## src/verilog/bid_pkg.sv

```systemverilog
// Shared constants for the board identification and status lamp block.
package bid_pkg;

    // APB address width and data width.
    localparam int unsigned BID_ADDR_W    = 12;
    localparam int unsigned BID_DATA_W    = 32;

    // Number of identification switch positions.
    localparam int unsigned BID_ID_W      = 5;

    // Bit addresses on the bit-addressed I/O bus; each takes one APB word.
    localparam logic [BID_ADDR_W-1:0] BID_LAMP_OFS = 12'h000;
    localparam logic [BID_ADDR_W-1:0] BID_ID_OFS   = 12'h004;
    localparam logic [BID_ADDR_W-1:0] BID_WORD_STEP = 12'h004;

    // Position of the single data bit inside each APB word.
    localparam int unsigned BID_BIT_POS   = 0;

    // Lamp latch values: zero lights the lamp, one puts it out.
    localparam logic BID_LAMP_LIT = 1'b0;
    localparam logic BID_LAMP_OFF = 1'b1;

    // Switch register value after reset: every switch reads as open.
    localparam logic [BID_ID_W-1:0] BID_ID_RESET = 5'h1f;

endpackage : bid_pkg

```

## src/verilog/bid_id_if.sv

```systemverilog
`timescale 1ns/10ps
// Carries the registered switch levels from the sampler to the register logic.
interface bid_id_if #(
    parameter int unsigned ID_W = 5
);
    logic [ID_W-1:0] id_bits;  // Registered switch levels, one per position.

    // The sampler drives the levels.
    modport src (output id_bits);
    // The register logic reads them.
    modport dst (input id_bits);
endinterface : bid_id_if

```

## src/verilog/bid_id_sampler.sv

```systemverilog
`timescale 1ns/10ps
// Registers the identification switch levels once per clock.
module bid_id_sampler
    import bid_pkg::*;
#(
    parameter int unsigned ID_W = BID_ID_W
) (
    // Clock and reset.
    input  wire logic            sys_clk,
    input  wire logic            rst_n,
    // Raw switch levels: open reads one, closed to ground reads zero.
    input  wire logic [ID_W-1:0] id_switch,
    // Registered levels toward the register logic.
    bid_id_if.src                id_out
);

    logic [ID_W-1:0] id_q;  // Sampled switch levels.
    logic [ID_W-1:0] id_d;  // Next sampled levels.

    // The switch level passes through unchanged, so open is one and closed is zero.
    always_comb begin
        id_d = id_switch;
    end

    // Reset shows all switches open so nothing reads as a closed switch before the first sample.
    always_ff @(posedge sys_clk) begin
        if (!rst_n) begin
            id_q <= ID_W'(BID_ID_RESET);
        end else begin
            id_q <= id_d;
        end
    end

    assign id_out.id_bits = id_q;

endmodule : bid_id_sampler

```

## src/verilog/bid_top.sv

```systemverilog
`timescale 1ns/10ps
module bid_top
    import bid_pkg::*;
(
    // Clock and reset.
    input  wire logic                  sys_clk,
    input  wire logic                  rst_n,
    // APB slave port.
    input  wire logic                  psel,
    input  wire logic                  penable,
    input  wire logic                  pwrite,
    input  wire logic [BID_ADDR_W-1:0] paddr,
    input  wire logic [BID_DATA_W-1:0] pwdata,
    output logic      [BID_DATA_W-1:0] prdata,
    output logic                       pready,
    output logic                       pslverr,
    // Identification switches and latch clear strobe.
    input  wire logic [BID_ID_W-1:0]   id_switch,
    input  wire logic                  io_latch_clear_strobe,
    // Lamp drive: low lights the lamp.
    output logic                       status_lamp_n
);

    // Registered switch levels from the sampler.
    bid_id_if #(.ID_W(BID_ID_W)) id_link ();

    // The sampler keeps the pin timing apart from the bus decode.
    bid_id_sampler #(
        .ID_W      (BID_ID_W)
    ) u_sampler (
        .sys_clk   (sys_clk),
        .rst_n     (rst_n),
        .id_switch (id_switch),
        .id_out    (id_link.src)
    );

    logic [BID_ID_W-1:0]   id_now;      // Current switch levels seen by the bus.
    logic [BID_ID_W-1:0]   id_hit;      // One-hot match of the address on a switch word.
    logic                  lamp_hit;    // Address matches the lamp word.
    logic                  setup_ph;    // APB setup cycle.
    logic                  access_done; // Access cycle that completes this edge.

    logic [BID_DATA_W-1:0] prdata_q;    // Read data register.
    logic [BID_DATA_W-1:0] prdata_d;    // Next read data.
    logic                  pready_q;    // Ready register.
    logic                  pready_d;    // Next ready.
    logic                  pslverr_q;   // Error register.
    logic                  pslverr_d;   // Next error.
    logic                  lamp_q;      // Lamp latch, zero means lit.
    logic                  lamp_d;      // Next lamp latch.

    assign id_now      = id_link.id_bits;
    assign setup_ph    = psel && !penable;
    assign access_done = psel && penable && pready_q;
    assign lamp_hit    = (paddr == BID_LAMP_OFS);

    // Each switch position decodes its own word, one word after the previous.
    for (genvar k = 0; k < BID_ID_W; k++) begin : g_id_dec
        localparam logic [BID_ADDR_W-1:0] OFS = BID_ID_OFS + BID_WORD_STEP * BID_ADDR_W'(k);
        assign id_hit[k] = (paddr == OFS);
    end

    // Bus answer is prepared in the setup cycle so the access cycle completes with no wait.
    always_comb begin
        prdata_d  = prdata_q;
        pready_d  = 1'b0;
        pslverr_d = 1'b0;
        if (setup_ph) begin
            pready_d = 1'b1;
            prdata_d = '0;
            if (lamp_hit) begin
                // The lamp word reads back the latch so software can see what it last wrote.
                prdata_d[BID_BIT_POS] = lamp_q;
            end else if (|id_hit) begin
                // Only the addressed position is returned, the others read as zero.
                prdata_d[BID_BIT_POS] = |(id_hit & id_now);
            end else begin
                // Unmapped words answer with an error and zero data.
                pslverr_d = 1'b1;
            end
        end else if (psel && penable && !pready_q) begin
            // A master that skipped the setup cycle still gets an answer next edge.
            pready_d  = 1'b1;
            pslverr_d = 1'b1;
        end
    end

    // Bus answer registers.
    always_ff @(posedge sys_clk) begin
        if (!rst_n) begin
            prdata_q  <= '0;
            pready_q  <= 1'b0;
            pslverr_q <= 1'b0;
        end else begin
            prdata_q  <= prdata_d;
            pready_q  <= pready_d;
            pslverr_q <= pslverr_d;
        end
    end

    // Lamp latch next value; the clear strobe wins over any write in the same cycle.
    always_comb begin
        lamp_d = lamp_q;
        if (io_latch_clear_strobe) begin
            lamp_d = BID_LAMP_LIT;
        end else if (access_done && pwrite && lamp_hit) begin
            // Bit zero of the write data is latched as is.
            lamp_d = pwdata[BID_BIT_POS];
        end
        // Writes to switch words fall through here and leave the latch alone.
    end

    // Reset acts as the power-up clear, so the lamp comes up lit.
    always_ff @(posedge sys_clk) begin
        if (!rst_n) begin
            lamp_q <= BID_LAMP_LIT;
        end else begin
            lamp_q <= lamp_d;
        end
    end

    // Every output leaves straight from a register.
    assign prdata        = prdata_q;
    assign pready        = pready_q;
    assign pslverr       = pslverr_q;
    assign status_lamp_n = lamp_q;

    // Writing zero to the lamp word lights the lamp one edge later.
    lamp_on_write_a: assert property (
        @(posedge sys_clk) disable iff (!rst_n)
        (psel && penable && pready && pwrite && paddr == BID_LAMP_OFS && !pwdata[0])
        |=> (status_lamp_n == 1'b0)
    ) else $error("lamp not lit after zero write");

    // Writing one darkens the lamp unless a clear arrives at the same edge.
    lamp_off_write_a: assert property (
        @(posedge sys_clk) disable iff (!rst_n)
        (psel && penable && pready && pwrite && paddr == BID_LAMP_OFS && pwdata[0]
         && !io_latch_clear_strobe)
        |=> (status_lamp_n == 1'b1)
    ) else $error("lamp not dark after one write");

    // The clear strobe lights the lamp and keeps it lit while it stays high.
    clear_forces_lit_a: assert property (
        @(posedge sys_clk) disable iff (!rst_n)
        io_latch_clear_strobe |=> !status_lamp_n
    ) else $error("clear strobe did not light lamp");

    // An open switch read completes with one in bit zero.
    id_open_read_a: assert property (
        @(posedge sys_clk) disable iff (!rst_n)
        (psel && !penable && !pwrite && (id_hit & id_now) != '0)
        |=> (pready && prdata == 32'h0000_0001)
    ) else $error("open switch did not read one");

    // A closed switch read completes with zero.
    id_closed_read_a: assert property (
        @(posedge sys_clk) disable iff (!rst_n)
        (psel && !penable && !pwrite && id_hit != '0 && (id_hit & id_now) == '0)
        |=> (pready && prdata == 32'h0000_0000 && !pslverr)
    ) else $error("closed switch did not read zero");

    // The third switch word returns exactly the third switch level.
    id_distinct_addr_a: assert property (
        @(posedge sys_clk) disable iff (!rst_n)
        (psel && !penable && !pwrite && paddr == 12'h00c)
        |=> (prdata[0] == $past(id_now[2]) && !pslverr)
    ) else $error("switch word returned wrong position");

    // A write to a switch word leaves the lamp unchanged.
    id_write_ignored_a: assert property (
        @(posedge sys_clk) disable iff (!rst_n)
        (psel && penable && pready && pwrite && id_hit != '0 && !io_latch_clear_strobe)
        |=> $stable(status_lamp_n)
    ) else $error("switch word write changed lamp");

endmodule : bid_top

```

## config.mk

```make
export PLATFORM = sky130hd
export DESIGN_NAME = bid_top
export DESIGN_NICKNAME = d
export VERILOG_FILES = /design/src/verilog/bid_pkg.sv /design/src/verilog/bid_id_if.sv /design/src/verilog/bid_id_sampler.sv /design/src/verilog/bid_top.sv
export SDC_FILE = /design/constraint.sdc
export NUM_CORES = 1
export LEC_CHECK = 0
export BUFFER_PORTS_ARGS = -buffer_cell sky130_fd_sc_hd__buf_2
export CAP_MARGIN = 5
export CORE_MARGIN = 4
export CORE_UTILIZATION = 29
export DETAILED_ROUTE_END_ITERATION = 6
export PLACE_DENSITY = 0.78
export RECOVER_POWER = 50
export SETUP_SLACK_MARGIN = 0.4
export SLEW_MARGIN = 10
export SYNTH_ARGS = -nofsm -noshare
export SYNTH_HDL_FRONTEND = slang
export SYNTH_SLANG_ARGS = --single-unit
```

## constraint.sdc

```tcl
create_clock -name sys_clk -period 1.5 [get_ports sys_clk]
set_clock_uncertainty 0.2 [all_clocks]
set_input_delay 0.225 -clock sys_clk [delete_from_list [all_inputs] [get_ports sys_clk]]
set_output_delay 0.225 -clock sys_clk [all_outputs]
set_load 0.02 [all_outputs]
```

==> results.yml <==
critical_path:
  cpMaxStageDelayCell: "dfxtp_1"
  cp-start-kind: "flip-flop"
  cpPeakStageDelay_ps: 370
  end_kind: "flip-flop"
  path_cells: "nand4_1, o311ai_1, o41ai_1"
  crit_fanout: 3
  crit_buf_inv: 0
  required_ps: 1440
  arrival_ps: 1180
  crit_type: "reg -> reg"
  critPathTopFamily: "compound AO/OA/AOI/OAI gates"
  rrSetupSlack_ps: 260
detailed_routing:
  wl_per_cell_um: 9.67
  finalWirelength_mm: 1.31
  antenna_left: 0
  firstDrtPassIters: 4
  drt_iter0_markers: 7
  drc: 0
  vias: 526
  via_per_inst: 3.90
power_and_ir_drop:
  p_leak_nw: 0.402
  peakVddDrop_v: 0.000490
  power_uw: 602
  p_per_area_nw_per_um2: 754
global_routing:
  grt_pass1_wl_mm: 1.86
  grt_pass1_vias: 482
  gr-total-overflow: 0
  grt_max_degree: 9
  antenna_found_initial: 0
  grtUsageTotal_pct: 9.23
placement:
  dpl.hpwl_mm: 1.06
  pre_cts_ws_ps: 30.3
  port_buffers: 27
  placed_cell_area_um2: 677
  place.gp.congestion: 0.678
clock_tree:
  hold_buffers: 5
  cts_tree: "yes"
  clock_sinks: 9
  ctsLongestPathBuffers: 2
  clk_latency_ps: 260
  cts_buffers: 3
  cts_root_buffer: "clkbuf_4"
  clk_pin_slew_ps: 60
  ctsHtreeMaxLevel: 1
logic_synthesis:
  syn_area_um2: 614
  synth_cell_type_count: 22
  async_flop_share_pct: 0
  synth.avg_cell_area_um2: 8.65
  ys_top_cells_by_area: "buf_4 (38%), dfxtp_1 (29%), nand2b_1 (6.1%), nor2b_1 (2.0%), nor4_1 (2.0%)"
  synth_top_cell_by_area: "buf_4"
  synth.most_common_cell: "buf_4"
  synth_edf_count: 0
  netlist.area_leader.share_pct: 37.9
  synthTopCellsByCount: "buf_4 (31), dfxtp_1 (9), nand2b_1 (6)"
  syn_inst: 71
  ys_ff_latch: 9
  ys_seq_area_share_pct: 29.3
  yosys_warnings: 0
  synth-main-ff-cell: "dfxtp_1"
floorplan:
  die_w_um: 54.0
  core.rowCount: 16
  fp.dieH_um: 54.0
  start_util_pct: 31.0
  core_area_um2: 1980
  io_pins: 90
  die-area_um2: 2920
hold_path:
  hold_class: "in -> reg"
timing:
  period_share_pct: 82.6
  finalHoldViolCount: 1
  fin_ws_ps: 261
  fmaxAchievable_mhz: 807
  setup_viol: 0
  holdWs_ps: -6.17
  grt_setup_unrepaired: "true"
  drv_slew: 0
  tns_ps: 0
  fin_crit_ps: 1240
flow_run:
  maxCapViolations: 0
cells_and_area:
  fillers: 206
  postLayoutCellArea_um2: 800
  syn2layout_area_growth_pct: 30.1
  diodes: 0
  finish.net_count: 164
  drive_gt1_share_pct: 37.0
outcome:
  violations: "negative hold slack"
  status: "finished with violations"
## metal layers
layer  routed length, µm  vias to the layer above  GRT usage [%]
met2                 711                       43           18.1
met4                  16                        0           6.22
met3                 214                        2           3.05
met5                   0                        -              0
li1                    -                      254              -
met1                 363                      227           7.55
## state kept, by name, summed over array words and instances (netlist names)
signal and count:
pready 1, status_lamp_n 1, u_sampler.id_out.id_bits 5, prdata 1
pslverr 1
## cells by family (layout without fill, tap and decap cells)
kind of cell | count (synthesis) | count (layout) | share of synthesized area, %
AOI/OAI and AO/OA | 9 | 9 | 11.6
other | 1 | 31 | 0.610
DFF | 9 | 9 | 29.3
and+or+nand+nor | 20 | 20 | 18.9
buffers and inverters | 31 | 38 | 37.9
muxes | 1 | 1 | 1.63
## worst paths after layout
| path | from | to | cells after the start |
|---|---|---|---|
| max | pready$_SDFF_PN0_ | status_lamp_n$_SDFFE_PP0P_ | 3 |
| min | pwdata[0] | status_lamp_n$_SDFFE_PP0P_ | 3 |
| max reg2reg | pready$_SDFF_PN0_ | status_lamp_n$_SDFFE_PP0P_ | 3 |
| min reg2reg | pready$_SDFF_PN0_ | pready$_SDFF_PN0_ | 1 |
## layout make-up
type                    count  area [µm²]  area share [%]
multi-input cells          61         330            41.3
clock buffers               4        26.3            3.29
repair buffers             34         225            28.2
flip-flops and latches      9         184            23.0
well taps                  27        33.8            4.23
## worst min-delay path, cell delays in order
cell     delay, ps
buf_2           90
nand2_1         50
o41ai_1         50
## where the power goes
group | internal, mW | switching [mW] | leakage, nW
logic | 0.0541 | 0.107 | 0.311
registers | 0.250 | 0.00425 | 0.0758
clock network | 0.103 | 0.0848 | 0.0150
## layout by cell type, fill, tap and decap left out
| cell type | netlist | layout |
|---|---|---|
| conb_1 | 1 | 31 |
| buf_2 | 0 | 23 |
| nand2b_1 | 6 | 6 |
| dfxtp_1 | 9 | 6 |
| dlygate4sd3_1 | 0 | 5 |
| buf_6 | 0 | 4 |
| nand2_1 | 3 | 3 |
| clkbuf_4 | 0 | 3 |
| dfxtp_2 | 0 | 3 |
| a21oi_1 | 2 | 2 |
| nor2_1 | 2 | 2 |
| nor2b_1 | 2 | 2 |
| buf_4 | 31 | 2 |
| nor4_2 | 0 | 1 |
| nor3_1 | 1 | 1 |
| nand3_1 | 1 | 1 |
| a211oi_1 | 1 | 1 |
| or3_4 | 1 | 1 |
| nand4_1 | 1 | 1 |
| o311ai_1 | 1 | 1 |
| o41ai_1 | 1 | 1 |
| mux2i_1 | 1 | 1 |
| o31a_1 | 1 | 1 |
| nor3b_2 | 0 | 1 |
| a211o_2 | 1 | 1 |
| o31ai_2 | 0 | 1 |
| nor4_1 | 2 | 1 |
| a32o_1 | 1 | 1 |
| clkbuf_1 | 0 | 1 |
## through the flow
stage	util, %	instances
after floorplan	-	101
after CTS	40.0	135
after global routing	40.3	135
after global placement	34.2	125
after detailed placement	34.2	125
final	40.3	135
## timing repair
action                                  4_1_cts  5_1_grt
gates resized for setup                      12        2
setup buffers                                 1        0
hold endpoints to repair                      7        1
pin swaps                                     2        0
endpoints found under the setup margin        6        7
No activity file was read; power rests on OpenSTA's default activity.
